File: src/rtl/glue_pkg.sv
/*
  Shared constants for the reset, parity and NMI glue block.
  Assumes a 100 MHz system clock and a 16-bit memory data path of two byte lanes.
*/
package glue_pkg;
  // ------------------------------------------------------------------
  // widths and timing
  // ------------------------------------------------------------------
  localparam int unsigned DATA_W        = 16;
  localparam int unsigned LANES         = 2;
  localparam int unsigned CLK_PERIOD_NS = 10;
  // reset release stretch after both reset sources clear, in ns
  localparam int unsigned RST_HOLD_NS   = 100;
  localparam int unsigned RST_HOLD_CYC  = (RST_HOLD_NS + CLK_PERIOD_NS - 1) / CLK_PERIOD_NS;
  localparam int unsigned RST_CNT_W     = 8;
  // bit positions of the port 61h style status byte
  localparam int unsigned ST_TIMER_CH2_STATUS_BIT = 5;
  localparam int unsigned ST_IOCHK_BIT  = 6;
  localparam int unsigned ST_PARERR_BIT = 7;
  localparam logic [7:0]  STATUS_RST    = 8'h00;
endpackage

File: src/rtl/odd_parity_lane.sv
/*
  One byte lane of odd-parity generation and checking.
  Assumes data and stored parity are stable when the check strobe is high.
*/
`timescale 1ns/1ps
`default_nettype none
module odd_parity_lane (
  // byte and stored bit
  input  wire logic [7:0] i_byte,
  input  wire logic       i_stored_par,
  // results
  output logic            o_gen_par,
  output logic            o_mismatch
);
  // odd parity: nine bits together hold an odd count of ones
  assign o_gen_par  = ~(^i_byte);
  assign o_mismatch = (^{i_byte, i_stored_par}) == 1'b0;
endmodule
`default_nettype wire

File: src/rtl/reset_parity_nmi_glue.sv
/*
  Reset distribution, memory parity, NMI, command-request line, ROM select,
  security jumper and test-mode detection for a PC-compatible core chip.
  Assumes all inputs are synchronous to i_sys_clk and that the memory
  controller drives the command-request line only while address enable is low.
*/
`timescale 1ns/1ps
`default_nettype none
// Functional notes
// - A low keyboard-controller reset request resets the CPU through the CPU reset output.
// - The system reset output is active high and changes on system clock edges, and is set at once when i_rst rises.
// - The CPU reset output is active high and holds the CPU in reset while set.
// - A separate active-high reset output goes to the numeric coprocessor.
// - Memory parity is odd, one bit per lane, the first for the even byte, the second for the odd.
// - On every memory write the odd parity of each byte is driven onto its parity bit.
// - At the end of each memory read the stored parity of each byte is checked and a mismatch flagged.
// - While address enable is low the line is an input and a low level starts a PC-bus memory cycle.
// - The I/O channel check condition is visible as a bit of the port 61h status byte.
// - The NMI output goes high on a memory parity error or an I/O channel check.
// - The ROM chip select is active low and enables the BIOS ROM onto the data bus.
// - Security checking is enabled only while the jumper input is high.
// - Test mode is entered when reset switch, supply-stable and master request are all low.
// - Timer channel 2 output is accepted as a status input.
// - The reset switch input is active low and passes through a hysteresis filter.
module reset_parity_nmi_glue #(
  parameter int unsigned FILT_LEN = 4
) (
  // clock and reset
  input  wire logic                          i_sys_clk,
  input  wire logic                          i_rst,
  // reset sources
  input  wire logic                          i_reset_switch_n,
  input  wire logic                          i_supply_stable_in,
  input  wire logic                          i_kbc_reset_req_n,
  input  wire logic                          i_master_n,
  // reset outputs
  output logic                               o_sys_reset,
  output logic                               o_cpu_reset_out,
  output logic                               o_fpu_reset_out,
  // memory parity
  input  wire logic [glue_pkg::DATA_W-1:0]   i_mem_data,
  input  wire logic                          i_mem_write,
  input  wire logic                          i_mem_read_end,
  input  wire logic                          i_parity_even_byte,
  input  wire logic                          i_parity_odd_byte,
  output logic                               o_parity_even_byte,
  output logic                               o_parity_odd_byte,
  output logic                               o_parity_oe_n,
  // nmi sources and status
  input  wire logic                          i_io_channel_check,
  input  wire logic                          i_timer_ch2_status,
  input  wire logic                          i_status_clr,
  input  wire logic                          i_irq_from_pic,
  output logic                               o_nmi,
  output logic [7:0]                         o_port61_status,
  output logic                               o_irq_to_cpu,
  // command request line
  input  wire logic                          i_aen,
  input  wire logic                          i_wake_req,
  input  wire logic                          i_cmd_request_n,
  output logic                               o_cmd_request_n,
  output logic                               o_cmd_request_oe_n,
  output logic                               o_pc_mem_cycle,
  // rom, security, test
  input  wire logic                          i_rom_access,
  input  wire logic                          i_security_jumper_in,
  output logic                               o_bios_rom_select_n,
  output logic                               o_security_en,
  output logic                               o_test_mode
);
  // ------------------------------------------------------------------
  // reset switch hysteresis filter and reset sequencing
  // ------------------------------------------------------------------
  logic [FILT_LEN-1:0]           filt_r, filt_nxt;
  logic                          sw_n_r, sw_n_nxt;
  logic [glue_pkg::RST_CNT_W-1:0] hold_r, hold_nxt;
  logic                          sys_rst_r, sys_rst_nxt;
  logic                          cpu_rst_r, cpu_rst_nxt;
  logic                          fpu_rst_r, fpu_rst_nxt;
  logic                          rst_src;

  always_comb begin
    filt_nxt = {filt_r[FILT_LEN-2:0], i_reset_switch_n};
    sw_n_nxt = sw_n_r;
    // switch level only flips after a full run of equal samples
    if (&filt_r) begin
      sw_n_nxt = 1'b1;
    end else if (~|filt_r) begin
      sw_n_nxt = 1'b0;
    end
    rst_src = ~i_supply_stable_in | ~sw_n_r;
    if (rst_src) begin
      hold_nxt = glue_pkg::RST_CNT_W'(glue_pkg::RST_HOLD_CYC);
    end else if (hold_r != '0) begin
      hold_nxt = hold_r - 1'b1;
    end else begin
      hold_nxt = hold_r;
    end
    sys_rst_nxt = rst_src | (hold_r != '0);
    cpu_rst_nxt = sys_rst_nxt | ~i_kbc_reset_req_n;
    // coprocessor follows system reset only, not the warm cpu reset
    fpu_rst_nxt = sys_rst_nxt;
  end

  always_ff @(posedge i_sys_clk or posedge i_rst) begin
    if (i_rst) begin
      filt_r    <= '0;
      sw_n_r    <= 1'b0;
      hold_r    <= glue_pkg::RST_CNT_W'(glue_pkg::RST_HOLD_CYC);
      sys_rst_r <= 1'b1;
      cpu_rst_r <= 1'b1;
      fpu_rst_r <= 1'b1;
    end else begin
      filt_r    <= filt_nxt;
      sw_n_r    <= sw_n_nxt;
      hold_r    <= hold_nxt;
      sys_rst_r <= sys_rst_nxt;
      cpu_rst_r <= cpu_rst_nxt;
      fpu_rst_r <= fpu_rst_nxt;
    end
  end

  assign o_sys_reset     = sys_rst_r;
  assign o_cpu_reset_out = cpu_rst_r;
  assign o_fpu_reset_out = fpu_rst_r;

  chk_cpu_kbc_reset: assert property (@(posedge i_sys_clk) disable iff (i_rst)
    !i_kbc_reset_req_n |=> o_cpu_reset_out)
    else $error("cpu reset missed keyboard request");
  chk_sys_rst_hold: assert property (@(posedge i_sys_clk) disable iff (i_rst)
    !i_supply_stable_in |=> o_sys_reset && o_fpu_reset_out && o_cpu_reset_out)
    else $error("resets not held while supply unstable");
  chk_rst_release: assert property (@(posedge i_sys_clk) disable iff (i_rst)
    $fell(o_sys_reset) |-> $past(hold_r, 2) == 1 && $past(hold_r) == 0
      && !$past(rst_src))
    else $error("system reset released early");
  chk_fpu_follow: assert property (@(posedge i_sys_clk) disable iff (i_rst)
    o_fpu_reset_out == o_sys_reset)
    else $error("coprocessor reset diverged");

  // ------------------------------------------------------------------
  // parity lanes
  // ------------------------------------------------------------------
  logic [glue_pkg::LANES-1:0] gen_par, mism, stored_par;
  assign stored_par = {i_parity_odd_byte, i_parity_even_byte};

  genvar g;
  generate
    for (g = 0; g < glue_pkg::LANES; g++) begin : g_lane
      odd_parity_lane u_lane (
        .i_byte       (i_mem_data[g*8 +: 8]),
        .i_stored_par (stored_par[g]),
        .o_gen_par    (gen_par[g]),
        .o_mismatch   (mism[g])
      );
    end
  endgenerate

  logic [glue_pkg::LANES-1:0] par_out_r, par_out_nxt;
  logic                       par_oe_n_r, par_oe_n_nxt;
  logic                       par_err_r, par_err_nxt;
  logic                       iochk_r, iochk_nxt;
  logic                       nmi_r, nmi_nxt;
  logic [7:0]                 stat_r, stat_nxt;
  logic                       irq_r, irq_nxt;

  always_comb begin
    par_out_nxt  = i_mem_write ? gen_par : par_out_r;
    par_oe_n_nxt = ~i_mem_write;
    // set beats clear so a same-cycle error is never lost
    par_err_nxt  = (par_err_r & ~i_status_clr) | (i_mem_read_end & |mism);
    iochk_nxt    = (iochk_r & ~i_status_clr) | i_io_channel_check;
    nmi_nxt      = par_err_nxt | iochk_nxt;
    stat_nxt     = glue_pkg::STATUS_RST;
    stat_nxt[glue_pkg::ST_TIMER_CH2_STATUS_BIT] = i_timer_ch2_status;
    stat_nxt[glue_pkg::ST_IOCHK_BIT]  = iochk_nxt;
    stat_nxt[glue_pkg::ST_PARERR_BIT] = par_err_nxt;
    irq_nxt      = i_irq_from_pic;
  end

  always_ff @(posedge i_sys_clk or posedge i_rst) begin
    if (i_rst) begin
      par_out_r  <= '0;
      par_oe_n_r <= 1'b1;
      par_err_r  <= 1'b0;
      iochk_r    <= 1'b0;
      nmi_r      <= 1'b0;
      stat_r     <= glue_pkg::STATUS_RST;
      irq_r      <= 1'b0;
    end else begin
      par_out_r  <= par_out_nxt;
      par_oe_n_r <= par_oe_n_nxt;
      par_err_r  <= par_err_nxt;
      iochk_r    <= iochk_nxt;
      nmi_r      <= nmi_nxt;
      stat_r     <= stat_nxt;
      irq_r      <= irq_nxt;
    end
  end

  assign o_parity_even_byte = par_out_r[0];
  assign o_parity_odd_byte  = par_out_r[1];
  assign o_parity_oe_n      = par_oe_n_r;
  assign o_nmi              = nmi_r;
  assign o_port61_status    = stat_r;
  assign o_irq_to_cpu       = irq_r;

  chk_par_write: assert property (@(posedge i_sys_clk) disable iff (i_rst)
    i_mem_write |=> !o_parity_oe_n && (^{$past(i_mem_data[7:0]), o_parity_even_byte})
                    && (^{$past(i_mem_data[15:8]), o_parity_odd_byte}))
    else $error("written parity is not odd");
  chk_par_error: assert property (@(posedge i_sys_clk) disable iff (i_rst)
    i_mem_read_end && !(^{i_mem_data[7:0], i_parity_even_byte}) |=> o_nmi
      && o_port61_status[glue_pkg::ST_PARERR_BIT])
    else $error("parity error not flagged");
  chk_par_err_odd: assert property (@(posedge i_sys_clk) disable iff (i_rst)
    i_mem_read_end && !(^{i_mem_data[15:8], i_parity_odd_byte}) |=> o_nmi
      && o_port61_status[glue_pkg::ST_PARERR_BIT])
    else $error("odd lane parity error not flagged");
  chk_par_release: assert property (@(posedge i_sys_clk) disable iff (i_rst)
    !i_mem_write |=> o_parity_oe_n)
    else $error("parity pins driven outside a write");
  chk_nmi_iochk: assert property (@(posedge i_sys_clk) disable iff (i_rst)
    i_io_channel_check |=> o_nmi && o_port61_status[glue_pkg::ST_IOCHK_BIT])
    else $error("channel check missed");

  // ------------------------------------------------------------------
  // command request line, rom select, jumper and test mode
  // ------------------------------------------------------------------
  logic cmd_out_r, cmd_out_nxt;
  logic cmd_oe_n_r, cmd_oe_n_nxt;
  logic pc_cyc_r, pc_cyc_nxt;
  logic rom_n_r, rom_n_nxt;
  logic sec_r, sec_nxt;
  logic test_r, test_nxt;

  always_comb begin
    cmd_oe_n_nxt = ~i_aen;
    cmd_out_nxt  = ~(i_aen & i_wake_req);
    // input phase only; our own drive must not read back as a request
    pc_cyc_nxt   = ~i_aen & cmd_oe_n_r & ~i_cmd_request_n;
    rom_n_nxt    = ~i_rom_access;
    sec_nxt      = i_security_jumper_in;
    test_nxt     = ~i_reset_switch_n & ~i_supply_stable_in & ~i_master_n;
  end

  always_ff @(posedge i_sys_clk or posedge i_rst) begin
    if (i_rst) begin
      cmd_out_r  <= 1'b1;
      cmd_oe_n_r <= 1'b1;
      pc_cyc_r   <= 1'b0;
      rom_n_r    <= 1'b1;
      sec_r      <= 1'b0;
      test_r     <= 1'b0;
    end else begin
      cmd_out_r  <= cmd_out_nxt;
      cmd_oe_n_r <= cmd_oe_n_nxt;
      pc_cyc_r   <= pc_cyc_nxt;
      rom_n_r    <= rom_n_nxt;
      sec_r      <= sec_nxt;
      test_r     <= test_nxt;
    end
  end

  assign o_cmd_request_n    = cmd_out_r;
  assign o_cmd_request_oe_n = cmd_oe_n_r;
  assign o_pc_mem_cycle     = pc_cyc_r;
  assign o_bios_rom_select_n = rom_n_r;
  assign o_security_en      = sec_r;
  assign o_test_mode        = test_r;

  chk_cmd_phase: assert property (@(posedge i_sys_clk) disable iff (i_rst)
    i_aen && i_wake_req |=> !o_cmd_request_oe_n && !o_cmd_request_n)
    else $error("wake not driven in output phase");
  chk_cmd_input: assert property (@(posedge i_sys_clk) disable iff (i_rst)
    o_cmd_request_oe_n && !i_aen && !i_cmd_request_n |=> o_pc_mem_cycle)
    else $error("pc memory cycle not started");
  chk_cmd_refuse: assert property (@(posedge i_sys_clk) disable iff (i_rst)
    i_aen || !o_cmd_request_oe_n |=> !o_pc_mem_cycle)
    else $error("pc memory cycle started in output phase");
  chk_cmd_idle: assert property (@(posedge i_sys_clk) disable iff (i_rst)
    !i_aen |=> o_cmd_request_oe_n)
    else $error("command line driven in input phase");
  chk_rom_sel: assert property (@(posedge i_sys_clk) disable iff (i_rst)
    i_rom_access |=> !o_bios_rom_select_n)
    else $error("rom select not asserted");
  chk_rom_idle: assert property (@(posedge i_sys_clk) disable iff (i_rst)
    !i_rom_access |=> o_bios_rom_select_n)
    else $error("rom select asserted without access");
  chk_sec_en: assert property (@(posedge i_sys_clk) disable iff (i_rst)
    !i_security_jumper_in |=> !o_security_en)
    else $error("security enabled with jumper low");
  chk_sec_on: assert property (@(posedge i_sys_clk) disable iff (i_rst)
    i_security_jumper_in |=> o_security_en)
    else $error("security not enabled with jumper high");
  chk_test_mode: assert property (@(posedge i_sys_clk) disable iff (i_rst)
    !i_reset_switch_n && !i_supply_stable_in && !i_master_n |=> o_test_mode)
    else $error("test mode not entered");
  chk_test_exit: assert property (@(posedge i_sys_clk) disable iff (i_rst)
    i_reset_switch_n || i_supply_stable_in || i_master_n |=> !o_test_mode)
    else $error("test mode without all three inputs low");
  chk_timer_stat: assert property (@(posedge i_sys_clk) disable iff (i_rst)
    ##1 o_port61_status[glue_pkg::ST_TIMER_CH2_STATUS_BIT] == $past(i_timer_ch2_status))
    else $error("timer status not passed");
endmodule
`default_nettype wire

File: config.mk
export PLATFORM = sky130hd
export DESIGN_NAME = reset_parity_nmi_glue
export DESIGN_NICKNAME = d
export VERILOG_FILES = /design/src/rtl/glue_pkg.sv /design/src/rtl/odd_parity_lane.sv /design/src/rtl/reset_parity_nmi_glue.sv
export SDC_FILE = /design/constraint.sdc
export NUM_CORES = 1
export LEC_CHECK = 0
export BUFFER_PORTS_ARGS = -buffer_cell sky130_fd_sc_hd__buf_4
export CAP_MARGIN = 20
export CORE_AREA = 2 2 55 57
export CTS_BUF_LIST = sky130_fd_sc_hd__clkbuf_2 sky130_fd_sc_hd__clkbuf_4 sky130_fd_sc_hd__clkbuf_8
export CTS_CLUSTER_DIAMETER = 40
export CTS_CLUSTER_SIZE = 30
export DETAILED_ROUTE_END_ITERATION = 8
export DIE_AREA = 0 0 57 59
export PLACE_DENSITY_LB_ADDON = 0.05
export SETUP_SLACK_MARGIN = 0.2
export SYNTH_ARGS = -nofsm -noshare
export SYNTH_HDL_FRONTEND = slang
export SYNTH_SLANG_ARGS = --single-unit
export TNS_END_PERCENT = 50
File: constraint.sdc
create_clock -name i_sys_clk -period 3.75 [get_ports i_sys_clk]
set_input_delay 0.1875 -clock i_sys_clk [delete_from_list [all_inputs] [get_ports i_sys_clk]]
set_output_delay 0.1875 -clock i_sys_clk [all_outputs]
set_load 0.01 [all_outputs]
After elaboration in Yosys (flattened, before gate mapping)

Index checks and enable logic that the tools add are counted.

Add/subtract/negate cells: 1
Equality and inequality tests: 1
Multiplexer cells: 4
Bitwise operators: 29
Reductions and logical operators: 9

Operator list:

| cell                                                               | count |
|---|---|
| 9-bit parity                                                       | 2 |
| 8-bit two-way mux                                                  | 2 |
| 8-bit parity                                                       | 2 |
| 1-bit NOT                                                          | 15 |
| 1-bit bitwise AND                                                  | 8 |
| 8-bit nonzero test                                                 | 1 |
| 8-bit by 1-bit subtractor with 8-bit output, second input constant | 1 |
| 1-bit bitwise OR                                                   | 6 |
| 4-bit AND reduction                                                | 1 |
| 4-bit OR reduction                                                 | 1 |
| 1-bit two-way mux                                                  | 2 |
| 2-bit != test, second input constant                               | 1 |
| 2-bit nonzero test                                                 | 1 |
| 2-bit OR reduction                                                 | 1 |

Register bits: 31
Input port bits: 35
Output and inout bits: 22
Word-level logic and storage cells: 62

Logic depth before layout (Yosys ltp)

Depth in word-level cells: 6
Gate-level depth with buffers: 7
Gate-level depth less buffers: 7

Cells and area by module

Synthesis repeated with hierarchy kept, for this count alone.

Cell total of the unflattened synthesis: 120
Area total of the unflattened synthesis: 1360.1 µm²

By module, submodules not included:

| module                | times used | cells an instance | area each (µm²) |
|---|---|---|---|
| reset_parity_nmi_glue | 1          | 104               | 1192.4 |
| odd_parity_lane       | 2          | 8                 | 83.8 |

Least setup slack after synthesis

Ideal clock, no wire load.

Path kind: register to register
Start point: register hold_r[1] (netlist name)
End point: register hold_r[5] (netlist name)
Arrival: 1.396 ns
Data required time: 3.626 ns
Setup slack: 2.230 ns
Cell stages (with the launch flop): 8
Buffers on the path: 0
Clock period less this slack: 1.520 ns
Cell sequence: dfstp_2 > inv_1 > ha_1 > nor3b_1 > nand2_1 > nand4_1 > xor2_1 > nor2_1

Longest elaborated chain between the ends: 3
Elaborated cells on any way between the ends: 5
Those cells by class: 1 x add/sub; 2 x mux; 2 x reduce/logical

RTL lines:

| element                                     | RTL line                     | RTL |
|---|---|---|
| start, declared                             | reset_parity_nmi_glue.sv:76  | `logic [glue_pkg::RST_CNT_W-1:0] hold_r, hold_nxt;` |
| start signal, assigned                      | reset_parity_nmi_glue.sv:109 | `hold_r <= glue_pkg::RST_CNT_W'(glue_pkg::RST_HOLD_CYC);` |
| start signal, assigned                      | reset_parity_nmi_glue.sv:116 | `hold_r <= hold_nxt;` |
| 8-bit by 1-bit subtractor with 8-bit output | reset_parity_nmi_glue.sv:95  | `hold_nxt = hold_r - 1'b1;` |
| 8-bit two-way mux                           | reset_parity_nmi_glue.sv:94  | `end else if (hold_r != '0) begin` |
| 8-bit two-way mux                           | reset_parity_nmi_glue.sv:92  | `if (rst_src) begin` |

Several ways; a longest one is shown, not always the timed one. The select of a mux whose other input is x is not followed.
A chain may end at the register's enable or synchronous reset.

Final worst setup path

Start point: register hold_r[1] (netlist name)
End point: register hold_r[4] (netlist name)

The elaborated chain is that of the path after synthesis.

==> metrics <==
status completed; Pleak around 0.89 nW; Post-Route WL between 2 and 3 mm; Area Overhead vs Synth 44.48%; post-synthesis sequential area ratio roughly 56%; Arr. time, crit path roughly 1.9 ns; Setup Viol. Count Final 0; NumNets Final around 220; clock sink count 29; Finished Cell Area 0.001882 mm2; CTS Buf Count 5; Netlist cell types 26; startpoint types register; die footprint ~0.0034 mm2; EDFF count, synth 0; Critical Path Stages 7; fraction of registers with async set/reset 100.0%; CTS Hold Bufs 11; number of gates resized after cts 0; Syn Std Cell Area between 0.001 and 0.0015 mm2; RePlAce Congestion 0.7703; clock-pin slew on the worst setup and hold paths around 0.090 ns; Post-synth top flop dfrtp_1; clk_lat worst skew between 0.3 and 0.4 ns; DRC viols 0; CP max stage delay 0.56 ns; HP Class in -> reg; Routed Antenna Nets 0; pwr dens 372.6 mW/mm2; synthesis-stage register bit count 29; Flop pwr share about half; Int Pwr between 0.0005 and 0.0006 W; Top Ports 57; I/O Buffers 51; Worst Hold Launch i_supply_stable_in; clock network fraction of total power around a quarter; num rows 19; Max rail drop VDD ~0.00033 V; Total GRT Usage approximately 18%; FF-to-FF Start hold_r[1]; total gr overflow 0; n_diodes 0; Fin Setup TNS 0 ns; crit-path cells inv_1 > ha_1 > nor3b_1 > nand2_1 > nand3_1 > xor2_1 > nor2_1; CP delay by family, top simple AND/OR/NAND/NOR gates; hold path cells 2; critical path type reg -> reg; CP startpoint hold_r[1]; first-pass GRT wire length approximately 4.3 mm; Buf+Inv Stages, Crit Path 1; DP Wirelength roughly 1.8 mm; clock buffer depth 2; Avg Cell Area, Syn roughly 12 um2; DR vias about 980; Die Span Y between 50 and 60 um; max-slew violations 0; Achievable Freq about 590 MHz; CTS tree done; # Post-CTS Setup Buffers 0; area of the core 0.002710 mm2; slowest CP cell dfstp_2; crit share post-route roughly 45%; # H-tree levels 2; Sw Ratio a little over a quarter; layout cells sized above 1 40.56%; Mapped Cells ~110; antenna violations before repair 0; initial core utilization between 40% and 50%; Final Hold Fails 0; Switch Pwr about 0.00019 W; min Tclk post-route roughly 1.7 ns; largest net degree at the start of global routing 30; placed inst area between 0.0015 and 0.002 mm2; CP Data Required Time 3.96 ns; area of the multi-input gates between 400 and 500 um2; clock root buffer clkbuf_4; Die Width around 57 um; FF+latch area 735.7 um2; CP Capture Type register; Pre-antenna DRT Iters 4; Max Fanout on Critical Path 9; Logic pwr share roughly a quarter; unrepaired setup endpoints after global routing false; vias in the first global route 1,019; Yosys warnings 0; reg2reg path depth 7; Final Skew 0.006489 ns; FILL cells 209; DR WL/cell 12.09 um; via/cell ratio roughly 4.7; Max Cap Viol 0; DR iter-0 viols 14
==> per-stage QoR <==
step | total power [W] | hold slack [ns] | setup WS (ns) | std cells | util, %
after global placement | 0.0005130 | 0.2970 | 2.169 | 190 | 61.96
after global routing | 0.0007466 | 0.003442 | 1.898 | 211 | 69.44
after floorplan | 0.0004520 | 0.2137 | 2.230 | 116 | -
after CTS | 0.0007075 | 0.02275 | 2.037 | 209 | 68.05
after detailed placement | 0.0005171 | 0.2981 | 2.060 | 190 | 61.96
final | 0.0007012 | 0.04134 | 2.050 | 211 | 69.44
==> power groups by stage <==
stage	Combinational (W)	Clock, W	Sequential, W
final	0.000171	0.000179	0.000351
after global routing	0.000187	0.000205	0.000355
after floorplan	0.0000886	0	0.000363
after global placement	0.000157	0	0.000356
after detailed placement	0.000161	0	0.000357
after CTS	0.000170	0.000186	0.000351
==> path summary, 6_finish.rpt <==
check                      slack, ns              to
max                             2.05       hold_r[4]
min                             0.04       hold_r[1]
max reg2reg                     2.05       hold_r[4]
min reg2reg                     0.40       filt_r[2]
max in group asynchronous       2.89   o_parity_oe_n
min in group asynchronous       0.37  o_pc_mem_cycle
==> cell usage after synthesis, types with 2 or more instances <==
| cell type | number | share of area [%] |
|---|---|---|
| nor3b_1 | 2 | 1.2 |
| buf_4 | 8 | 4.6 |
| nand3_1 | 4 | 1.5 |
| nand2_1 | 10 | 2.9 |
| inv_1 | 8 | 2.3 |
| a21oi_1 | 2 | 0.77 |
| xnor2_1 | 15 | 10 |
| nor2_1 | 9 | 2.6 |
| ha_1 | 2 | 1.9 |
| xor2_1 | 5 | 3.4 |
| dfrtp_1 | 21 | 40 |
| mux2_2 | 2 | 1.7 |
| dfstp_2 | 8 | 16 |
| nor3_1 | 4 | 1.5 |
==> kinds of logic after synthesis <==
family,after synthesis,synth area share [%]
AO/OA/AOI/OAI,7,3.459
XOR/XNOR,22,17.00
adder cells (fa/ha/maj),2,1.921
buffers and inverters,16,6.917
flip-flops,29,56.48
multiplexers,2,1.729
other,1,0.2879
AND/OR/NAND/NOR,33,12.20
==> registers in the layout, indices dropped and copies added (netlist names) <==
register	flops
o_pc_mem_cycle	1
o_cmd_request_oe_n	1
o_bios_rom_select_n	1
par_out_r	2
sw_n_r	1
o_test_mode	1
o_nmi	1
o_parity_oe_n	1
o_irq_to_cpu	1
filt_r	4
o_port61_status	3
o_cpu_reset_out	1
o_fpu_reset_out	1
o_cmd_request_n	1
o_security_en	1
hold_r	8
==> cell type report <==
class / count / area share, %
clock buffers: 5 / 1.995
clock inverters: 3 / 0.9309
flip-flops and latches: 29 / 39.10
inverters: 8 / 1.596
well taps: 31 / 2.061
multi-input cells: 71 / 26.13
repair buffers: 64 / 28.19
==> layout by cell type, fill, tap and decap left out, types with 2 or more instances in the layout <==
master	instances
conb_1	5
nor2_1	9
nand2_1	10
nor3_1	4
a21oi_1	2
clkbuf_4	5
dfrtp_1	21
inv_1	8
xnor2_1	15
xor2_1	5
dlygate4sd3_1	12
clkinv_2	2
ha_1	2
dfstp_2	8
nand3_1	4
mux2_2	2
nor3b_1	2
buf_4	51
==> per-layer routing <==
layer	track usage, %	wire length [um]	up-vias
met4	8.638	19	0
met3	10.04	209	2
li1	-	-	482
met5	0	0	-
met1	18.03	895	463
met2	29.72	1427	36
(Power assumes the default switching activity.)
